===== src/common/fast_loop_map.svh =====
`ifndef FAST_LOOP_MAP_SVH
`define FAST_LOOP_MAP_SVH

// legal range of the serialization factors and of the reference multiplier
`define FL_FACTOR_MIN 4'h4
`define FL_FACTOR_MAX 4'ha

// width of one receive lane on the internal parallel bus
`define FL_LANE_W 8

// reset values of the reconfigurable settings
`define FL_RST_FACTOR0 4'h8
`define FL_RST_FACTOR1 4'ha
`define FL_RST_MULT 4'ha
`define FL_RST_PHASE 4'h0

// matching reference periods needed before lock is declared
`define FL_LOCK_PERIODS 3'h4

// saturation value of the period and gap counters
`define FL_CNT_SAT 5'h1f

`endif


===== src/common/fast_loop_pkg.sv =====
`include "fast_loop_map.svh"

package fast_loop_pkg;

   // factor, multiplier and phase settings share one width
   typedef logic [3:0] factor_type;

   // state of the reference tracking loop
   typedef enum logic [1:0] {
      LK_TRACK = 2'b00,
      LK_LOCKED = 2'b01,
      LK_SWITCH = 2'b10
   } lock_state_type;

   // a factor the counters can serve
   function automatic logic factor_ok(input factor_type f);
      return (f >= `FL_FACTOR_MIN) && (f <= `FL_FACTOR_MAX);
   endfunction : factor_ok

   // bit counter that wraps after f bits
   function automatic factor_type next_count(input factor_type cnt, input factor_type f);
      return (cnt == f - 4'h1) ? 4'h0 : cnt + 4'h1;
   endfunction : next_count

   // word clock high for the first half of the word, rounded up
   function automatic factor_type half_word(input factor_type f);
      return factor_type'((f + 4'h1) >> 1);
   endfunction : half_word

endpackage : fast_loop_pkg


===== src/common/loop_clk_if.sv =====
`timescale 1ns/1ps

interface loop_clk_if #(
   parameter int CHANNELS = 18
);
   logic ref_rise;
   logic [CHANNELS-1:0] ser_bits;
   logic bit_fall;
   logic load_en;

   // synchroniser side: reference edges and retimed serial lanes
   modport sync (output ref_rise, output ser_bits);
   // loop side: consumes edges, produces the bit and word strobes
   modport loop (input ref_rise, input ser_bits, output bit_fall, output load_en);
   // deserializer side
   modport deser (input ser_bits, input bit_fall, input load_en);
endinterface : loop_clk_if


===== src/rtl/ref_edge_sync.sv =====
`timescale 1ns/1ps

module ref_edge_sync #(
   parameter int CHANNELS = 18
) (
   // clock and reset
   input wire logic clk_in,
   input wire logic sys_rst_in,
   // pins from outside the clock domain
   input wire logic ref_a_in,
   input wire logic ref_b_in,
   input wire logic [CHANNELS-1:0] ser_in,
   // selected reference source
   input wire logic sel_in,
   // retimed results
   loop_clk_if.sync lc
);
   logic [CHANNELS+1:0] meta_r;
   logic [CHANNELS+1:0] sync_r;
   logic ref_d_r;
   wire [CHANNELS+1:0] pins = {ser_in, ref_b_in, ref_a_in};
   // any source may feed either reference pin: another loop, a clock pin, a core signal
   wire ref_cur = sel_in ? sync_r[1] : sync_r[0];

   // two flops on every pin; only sync_r is read by logic
   always_ff @(posedge clk_in or posedge sys_rst_in) begin
      if (sys_rst_in) begin
         meta_r <= '0;
         sync_r <= '0;
         ref_d_r <= 1'b0;
      end else begin
         meta_r <= pins;
         sync_r <= meta_r;
         ref_d_r <= ref_cur;
      end
   end

   // rising edge of the chosen reference, one cycle wide
   assign lc.ref_rise = ref_cur & ~ref_d_r;
   assign lc.ser_bits = sync_r[CHANNELS+1:2];
endmodule : ref_edge_sync


===== src/rtl/word_deser.sv =====
`timescale 1ns/1ps

module word_deser #(
   parameter int CHANNELS = 18,
   parameter int LANE = 8
) (
   // clock and reset
   input wire logic clk_in,
   input wire logic sys_rst_in,
   // bit and word strobes with the serial lanes
   loop_clk_if.deser lc,
   // parallel bus, lane n at bits 8n+7..8n
   output logic [LANE*CHANNELS-1:0] words_out
);
   logic [9:0] shift_r [CHANNELS];
   logic [9:0] shift_nxt [CHANNELS];

   // the shift register holds at most ten bits
   if (LANE < 1 || LANE > 10 || CHANNELS < 1) begin : g_bad_size
      $error("LANE must be 1 to 10 and CHANNELS at least one");
   end

   generate
      for (genvar n = 0; n < CHANNELS; n++) begin : g_lane
         // oldest bit ends up most significant
         assign shift_nxt[n] = {shift_r[n][8:0], lc.ser_bits[n]};

         // bits are taken only where the serial clock falls
         always_ff @(posedge clk_in or posedge sys_rst_in) begin
            if (sys_rst_in) begin
               shift_r[n] <= 10'h000;
            end else if (lc.bit_fall) begin
               shift_r[n] <= shift_nxt[n];
            end
         end

         // parallel load; no word boundary is promised, the core aligns
         always_ff @(posedge clk_in or posedge sys_rst_in) begin
            if (sys_rst_in) begin
               words_out[LANE*n +: LANE] <= '0;
            end else if (lc.load_en) begin
               words_out[LANE*n +: LANE] <= shift_nxt[n][LANE-1:0];
            end
         end
      end
   endgenerate
endmodule : word_deser


===== src/rtl/fast_loop.sv =====
`timescale 1ns/1ps
`include "fast_loop_map.svh"

// Function
// - the loop makes both the parallel word clocks and the serial clock for the channels.
// - the internal oscillator runs at the serial bit rate.
// - one serial rate per loop, with up to two factors on the first and second outputs.
// - reference switchover and dynamic reconfiguration stay available in this mode.
// - switchover happens only on a manual request, never on clock loss.
// - the reference may come from another loop, a clock pin or a core signal.
// - a center loop clocks the banks above and below independently; a corner loop one bank.
// - the reference is multiplied by the set multiplier and the word phase is adjustable.
// - each serial bit is captured on the falling edge of the multiplied clock.
// - channel n's byte sits at bus bits 8n+7 down to 8n.
// - the load enable is made automatically with a period set by the factor.
// - the receive factor is one of four to ten bits per word.
module fast_loop #(
   parameter int CHANNELS = 18,
   parameter bit CENTER = 1'b1
) (
   // clock and reset
   input wire logic clk_in,
   input wire logic sys_rst_in,
   // reference clock sources and manual switchover
   input wire logic ref_a_in,
   input wire logic ref_b_in,
   input wire logic ref_switch_req_in,
   // dynamic reconfiguration
   input wire logic cfg_we_in,
   input wire fast_loop_pkg::factor_type cfg_factor0_in,
   input wire fast_loop_pkg::factor_type cfg_factor1_in,
   input wire fast_loop_pkg::factor_type cfg_mult_in,
   input wire fast_loop_pkg::factor_type cfg_phase_in,
   // bank requests
   input wire logic bank_up_en_in,
   input wire logic bank_dn_en_in,
   // serial receive lanes
   input wire logic [CHANNELS-1:0] rx_ser_in,
   // generated clocks and strobes
   output logic hs_clk_out,
   output logic first_factor_clock_output_out,
   output logic second_factor_clock_output_out,
   output logic load_en0_out,
   output logic load_en1_out,
   // bank clock enables
   output logic bank_up_clk_en_out,
   output logic bank_dn_clk_en_out,
   // status
   output logic locked_out,
   output logic ref_sel_out,
   output logic cfg_err_out,
   // parallel receive bus
   output logic [`FL_LANE_W*CHANNELS-1:0] rx_bus_out
);
   import fast_loop_pkg::*;
   localparam int LANE = `FL_LANE_W;
   // refuse sizes the lane map cannot serve
   if (CHANNELS < 1) begin : g_bad_channels
      $error("CHANNELS must be at least one");
   end

   loop_clk_if #(.CHANNELS(CHANNELS)) lc ();
   // settings and their validity
   factor_type factor0_r;
   factor_type factor1_r;
   factor_type mult_r;
   factor_type phase_r;
   logic cfg_err_r;
   wire cfg_ok = factor_ok(cfg_factor0_in) && factor_ok(cfg_factor1_in)
      && factor_ok(cfg_mult_in) && (cfg_phase_in < cfg_factor0_in)
      && (cfg_phase_in < cfg_factor1_in);
   wire cfg_take = cfg_we_in && cfg_ok;
   wire cfg_bad = cfg_we_in && !cfg_ok;

   // serial clock, bit counters and strobes
   logic hs_r;
   factor_type cnt0_r;
   factor_type cnt1_r;
   factor_type cnt0_nxt;
   factor_type cnt1_nxt;
   logic wclk0_r;
   logic wclk1_r;
   logic load0_r;
   logic load1_r;

   // reference tracking
   lock_state_type state_r;
   lock_state_type state_nxt;
   logic [4:0] per_cnt_r;
   logic [4:0] last_per_r;
   logic [2:0] good_r;
   logic locked_r;
   logic sel_r;
   logic bank_up_r;
   logic bank_dn_r;

   // reconfiguration stays open in every state; a bad set is refused whole
   always_ff @(posedge clk_in or posedge sys_rst_in) begin
      if (sys_rst_in) begin
         factor0_r <= `FL_RST_FACTOR0;
         factor1_r <= `FL_RST_FACTOR1;
         mult_r <= `FL_RST_MULT;
         phase_r <= `FL_RST_PHASE;
      end else if (cfg_take) begin
         factor0_r <= cfg_factor0_in;
         factor1_r <= cfg_factor1_in;
         mult_r <= cfg_mult_in;
         phase_r <= cfg_phase_in;
      end
   end

   // error flag holds until the next accepted write
   always_ff @(posedge clk_in or posedge sys_rst_in) begin
      if (sys_rst_in) begin
         cfg_err_r <= 1'b0;
      end else if (cfg_we_in) begin
         cfg_err_r <= cfg_bad;
      end
   end

   // oscillator at the bit rate: high half then low half of each bit
   always_ff @(posedge clk_in or posedge sys_rst_in) begin
      if (sys_rst_in) begin
         hs_r <= 1'b0;
      end else begin
         hs_r <= ~hs_r;
      end
   end

   // the serial clock falls at this edge while it is high
   wire bit_fall = hs_r;
   // realign the word phase to the reference while tracking, or on new settings
   wire realign = cfg_take || (lc.ref_rise && state_r == LK_TRACK);
   wire [3:0] phase_src = cfg_take ? cfg_phase_in : phase_r;
   wire last0 = bit_fall && (cnt0_r == factor0_r - 4'h1);
   wire last1 = bit_fall && (cnt1_r == factor1_r - 4'h1);
   wire load0 = last0 && !realign;
   wire load1 = last1 && !realign;

   // both counters share one bit rate, each wraps at its own factor
   assign cnt0_nxt = realign ? phase_src : (bit_fall ? next_count(cnt0_r, factor0_r) : cnt0_r);
   assign cnt1_nxt = realign ? phase_src : (bit_fall ? next_count(cnt1_r, factor1_r) : cnt1_r);

   // strobes to the deserializer
   assign lc.bit_fall = bit_fall;
   assign lc.load_en = load0;

   // bit counters
   always_ff @(posedge clk_in or posedge sys_rst_in) begin
      if (sys_rst_in) begin
         cnt0_r <= 4'h0;
         cnt1_r <= 4'h0;
      end else begin
         cnt0_r <= cnt0_nxt;
         cnt1_r <= cnt1_nxt;
      end
   end

   // word clocks divided from the serial clock; outputs lag the strobes one cycle
   always_ff @(posedge clk_in or posedge sys_rst_in) begin
      if (sys_rst_in) begin
         wclk0_r <= 1'b0;
         wclk1_r <= 1'b0;
         load0_r <= 1'b0;
         load1_r <= 1'b0;
      end else begin
         wclk0_r <= cnt0_nxt < half_word(factor0_r);
         wclk1_r <= cnt1_nxt < half_word(factor1_r);
         load0_r <= load0;
         load1_r <= load1;
      end
   end

   // reference period measured in bits
   wire per_match = per_cnt_r == {1'b0, mult_r};
   always_ff @(posedge clk_in or posedge sys_rst_in) begin
      if (sys_rst_in) begin
         per_cnt_r <= 5'h00;
         last_per_r <= 5'h00;
      end else if (lc.ref_rise) begin
         per_cnt_r <= {4'h0, bit_fall};
         last_per_r <= per_cnt_r;
      end else if (bit_fall && per_cnt_r != `FL_CNT_SAT) begin
         per_cnt_r <= per_cnt_r + 5'h01;
      end
   end

   // consecutive matching periods; restarted by any disturbance
   always_ff @(posedge clk_in or posedge sys_rst_in) begin
      if (sys_rst_in) begin
         good_r <= 3'h0;
      end else if (cfg_take || ref_switch_req_in) begin
         good_r <= 3'h0;
      end else if (lc.ref_rise) begin
         good_r <= per_match ? good_r + {2'h0, good_r != `FL_LOCK_PERIODS} : 3'h0;
      end
   end

   // lock tracking; a dead reference only drops lock, it never switches sources
   always_comb begin
      state_nxt = state_r;
      case (state_r)
         LK_TRACK: begin
            if (lc.ref_rise && per_match && good_r == `FL_LOCK_PERIODS - 3'h1) begin
               state_nxt = LK_LOCKED;
            end
         end
         LK_LOCKED: begin
            if ((lc.ref_rise && !per_match) || per_cnt_r == `FL_CNT_SAT) begin
               state_nxt = LK_TRACK;
            end
         end
         LK_SWITCH: begin
            if (lc.ref_rise) begin
               state_nxt = LK_TRACK;
            end
         end
         default: begin
            state_nxt = LK_TRACK;
         end
      endcase
      if (cfg_take) begin
         state_nxt = LK_TRACK;
      end
      if (ref_switch_req_in) begin
         state_nxt = LK_SWITCH;
      end
   end

   // state, source select and lock flag
   always_ff @(posedge clk_in or posedge sys_rst_in) begin
      if (sys_rst_in) begin
         state_r <= LK_TRACK;
         sel_r <= 1'b0;
         locked_r <= 1'b0;
      end else begin
         state_r <= state_nxt;
         sel_r <= sel_r ^ ref_switch_req_in;
         locked_r <= state_nxt == LK_LOCKED;
      end
   end

   // a corner loop never drives the far bank
   always_ff @(posedge clk_in or posedge sys_rst_in) begin
      if (sys_rst_in) begin
         bank_up_r <= 1'b0;
         bank_dn_r <= 1'b0;
      end else begin
         bank_up_r <= bank_up_en_in && (state_nxt == LK_LOCKED);
         bank_dn_r <= CENTER && bank_dn_en_in && (state_nxt == LK_LOCKED);
      end
   end

   ref_edge_sync #(.CHANNELS(CHANNELS)) u_sync (
      .clk_in(clk_in),
      .sys_rst_in(sys_rst_in),
      .ref_a_in(ref_a_in),
      .ref_b_in(ref_b_in),
      .ser_in(rx_ser_in),
      .sel_in(sel_r),
      .lc(lc.sync)
   );

   word_deser #(.CHANNELS(CHANNELS), .LANE(LANE)) u_deser (
      .clk_in(clk_in),
      .sys_rst_in(sys_rst_in),
      .lc(lc.deser),
      .words_out(rx_bus_out)
   );

   // outputs straight from flops
   assign hs_clk_out = hs_r;
   assign first_factor_clock_output_out = wclk0_r;
   assign second_factor_clock_output_out = wclk1_r;
   assign load_en0_out = load0_r;
   assign load_en1_out = load1_r;
   assign bank_up_clk_en_out = bank_up_r;
   assign bank_dn_clk_en_out = bank_dn_r;
   assign locked_out = locked_r;
   assign ref_sel_out = sel_r;
   assign cfg_err_out = cfg_err_r;

   // helper: cycles between load strobes, valid only without realignment
   logic [4:0] gap_r;
   logic clean_r;
   always_ff @(posedge clk_in or posedge sys_rst_in) begin
      if (sys_rst_in) begin
         gap_r <= 5'h00;
         clean_r <= 1'b0;
      end else begin
         gap_r <= load0_r ? 5'h00 : (gap_r == `FL_CNT_SAT ? gap_r : gap_r + 5'h01);
         clean_r <= ~realign & (load0_r | clean_r);
      end
   end
endmodule : fast_loop


===== config.mk =====
export PLATFORM = sky130hd
export DESIGN_NAME = fast_loop
export DESIGN_NICKNAME = d
export VERILOG_FILES = /design/src/common/fast_loop_pkg.sv /design/src/common/loop_clk_if.sv /design/src/rtl/ref_edge_sync.sv /design/src/rtl/word_deser.sv /design/src/rtl/fast_loop.sv
export VERILOG_INCLUDE_DIRS = /design/src /design/src/common
export SDC_FILE = /design/constraint.sdc
export NUM_CORES = 1
export LEC_CHECK = 0
export BUFFER_PORTS_ARGS = -buffer_cell sky130_fd_sc_hd__buf_2
export CELL_PAD_IN_SITES_DETAIL_PLACEMENT = 1
export CELL_PAD_IN_SITES_GLOBAL_PLACEMENT = 2
export CORE_AREA = 2 2 209 170
export DETAILED_ROUTE_END_ITERATION = 16
export DIE_AREA = 0 0 211 172
export PLACE_DENSITY_LB_ADDON = 0.1
export SYNTH_ARGS = -nofsm -noshare
export SYNTH_HDL_FRONTEND = slang
export SYNTH_SLANG_ARGS = --single-unit

===== constraint.sdc =====
create_clock -name clk_in -period 13 [get_ports clk_in]
set_clock_uncertainty 0.1 [all_clocks]
set_input_delay 1.3 -clock clk_in [delete_from_list [all_inputs] [get_ports clk_in]]
set_output_delay 1.3 -clock clk_in [all_outputs]
set_load 0.05 [all_outputs]

==> results.toml <==
[run_status]
status = "finished clean"

[cts]
cts_buffer_depth = 3
clkTransAtPathRegs_ps = 60
cts_buffers = 39
htreeDepth = 2
root_buffer = "clkbuf_16"
post_cts_resize_count = 0
post-cts-setup-buffers = 0
cts.sink_count = 355
ctsHoldBuffers = 0
cts_tree = "done"
clk_latency_ps = 520

[drt]
wl_per_cell_um = 18.09
wl_met1_mm = 14.00
vias = 7726
route.detailed.drc = 0
met3_length_mm = 1.022
drt_iter0_drc = 396
vias_per_cell = 4.946
dr_wl_met2_mm = 12.65
drt-total-wl_mm = 28.26
top_layer_used = "met4"
ant_nets = 0
firstDrtPassIters = 4

[pwr]
p_per_area_nw_per_um2 = 286.4
p_sw_mw = 1.936
comb_power_share_pct = 42.4
intPower_mw = 2.790
p_leak_nw = 7.696
switching_share_pct = 40.96
total_power_mw = 4.725
clockPowerShare_pct = 23.5
ir_worst_vdd_v = 0.0001431
seqPwrFrac_pct = 34.1

[synth]
synthArstFlopShare_pct = 100.0
syn_area_per_cell_um2 = 15.65
netlist-cell-type-count = 52
netlist_top_cells_area = "dfrtp_1 (63%), mux2_2 (18%), mux2_4 (5.3%), ha_1 (1.8%), nand2_1 (1.2%)"
ys_ff_latch = 355
syn_nets = 948
synth_enable_flop_cells = 0
syn_inst = 886
synth_top_cell_by_area = "dfrtp_1"
synthFlopType = "dfrtp_1"
synth_top_area_share_pct = 63.17
ys_seq_area_share_pct = 64.11
synth_area_um2 = 13870
yosysWarnings = 0

[placement]
place_area_um2 = 15190
gp_congestion = 0.7412
io_buffer_count = 195
dp_hpwl_mm = 18.19

[final_layout]
layout-drive-gt1-share_pct = 49.15
finalInstanceArea_um2 = 16500
layout.nets = 1155
area_growth_pct = 18.98
multi_input_area_um2 = 4624
fillers = 3385
n_antenna_cell = 0
regArea_um2 = 8894

[floorplan]
start_util_pct = 40.46
num_io_pins = 196
die_area_um2 = 36290
die-width_um = 211
core-area_um2 = 34270
fp-row-count = 61
die_h_um = 172

[global_routing]
grt_max_degree = 105
overflow = 0
grt_pass1_wl_mm = 45.40
grt_pass1_vias = 8082
track_usage_pct = 15.79
grt_antenna_before_repair = 0

[worst_setup_path]
arrival_ps = 4320
worst_setup_path_start_kind = "input port"
end_kind = "flip-flop"
crit_type = "in2reg"
required_ps = 13300
critPathMaxFanout = 54

[sta]
setup_violations = 0
drv_slew = 0
rsz0062_at_grt = "false"
period_share_pct = 30.89
fmax_ghz = 0.2490
finalSetupTns_ps = 0
final.min_clock_period_ps = 4016
max_slew_margin_pct = 33.39
hold_viol = 0
tightest_slew_ps = 999.2

[run]
drv_cap = 0

[hold_path]
holdCritPathClass = "reg2reg"
[routing by layer]
| metal | track usage (%) | up-vias |
|---|---|---|
| met5 | 0 | - |
| met4 | 4.715 | 0 |
| met3 | 3.287 | 41 |
| met2 | 23.74 | 134 |
| met1 | 23.04 | 4015 |
| li1 | - | 3536 |
[cells in the final DEF (no fill, tap or decap), types with 9 or more instances in the layout]
master / n
dfrtp_1: 349
mux2_2: 221
buf_2: 195
mux2_4: 49
nand2_1: 44
clkbuf_16: 41
nor2_1: 20
ha_1: 20
o21ai_0: 19
inv_1: 18
xnor2_1: 16
xor2_1: 10
a21oi_1: 10
nor3_1: 10
clkbuf_8: 10
buf_4: 9
[cells in the mapped netlist, drive strengths merged (2+ instances only)]
library cell	count
clkbuf	19
a2111oi	3
nand2b	3
o21ai	19
inv	19
ha	20
nand3b	2
and3	2
mux2i	5
o2111a	2
and2	2
o211ai	3
o2111ai	2
dfstp	5
o311ai	2
dfrtp	350
xnor2	17
a211oi	2
nand4	4
a221oi	2
nor2	20
o22ai	2
buf	19
mux2	270
xor2	10
nand2	44
a21oi	10
nand3	5
nor3	11
[metrics by stage]
step	util [%]	instances	hold slack, ps	setup WS [ps]
global placement	44.33	1493	232.8	8426
floorplan	-	886	231.2	1760
CTS	48.14	1562	250.4	8991
finish	48.14	1562	245.8	8984
global route	48.14	1562	253.9	8708
detailed placement	44.33	1493	236.5	8431
[layout make-up]
type	instances	share of cell area (%)
Inverter	19	0.4778
Clock buffer	58	7.213
Timing Repair Buffer	204	6.325
Sequential cell	355	53.91
Clock inverter	11	0.6978
Tap cell	441	3.345
Multi-Input combinational cell	474	28.03
[cell families (layout without fill, tap and decap cells)]
| group | Yosys count | in the layout | share of synthesized area, % |
|---|---|---|---|
| AOI/OAI and AO/OA | 55 | 55 | 2.933 |
| and+or+nand+nor | 97 | 97 | 3.203 |
| muxes | 275 | 275 | 23.61 |
| buffers and inverters | 57 | 292 | 2.572 |
| adders and majority gates | 20 | 20 | 1.805 |
| DFF | 355 | 355 | 64.11 |
| xor gates and xnor gates | 27 | 27 | 1.760 |
[flip-flops by register name, indices dropped and copies added (netlist names), 2 cells and up]
register and cells:
u_deser.words_out 144, u_deser.shift_nxt 126, u_sync.meta_r 20, u_sync.sync_r 20, per_cnt_r 5, cnt0_r 4
cnt1_r 4, factor0_r 4, factor1_r 4, mult_r 4, phase_r 4, good_r 3
state_r 2
[power groups by stage]
stage / Clock, mW / Sequential, mW / Combinational, mW
after floorplan: 0 / 2.38 / 0.864
after global placement: 0 / 1.63 / 2.01
after detailed placement: 0 / 1.64 / 2.03
after CTS: 1.15 / 1.62 / 2.04
after global routing: 1.20 / 1.66 / 2.13
final: 1.11 / 1.61 / 2.00
[worst paths after layout]
kind	start	to	slack, ps	cells after the start
min in group asynchronous	sys_rst_in	u_sync.meta_r[6]$_DFF_PP0_	770	2
setup / recovery	cfg_factor0_in[3]	u_deser.words_out[143]$_DFFE_PP0P_	8980	11
hold / removal	u_sync.meta_r[15]$_DFF_PP0_	u_sync.sync_r[15]$_DFF_PP0_	250	0
hold reg to reg	u_sync.meta_r[15]$_DFF_PP0_	u_sync.sync_r[15]$_DFF_PP0_	250	0
setup reg to reg	hs_clk_out$_DFF_PP0_	u_deser.words_out[143]$_DFFE_PP0P_	9140	5
max in group asynchronous	sys_rst_in	u_deser.words_out[108]$_DFFE_PP0P_	9240	5
[worst max-delay path: stages]
cell and delay (ps):
buf_2 90, inv_1 50, ha_1 310, o211ai_1 90, a31oi_1 180, nor3_1 100, nand2_1 70, buf_4 250
and3_4 570, buf_4 780, mux2_2 410
(Power assumes the default switching activity.)
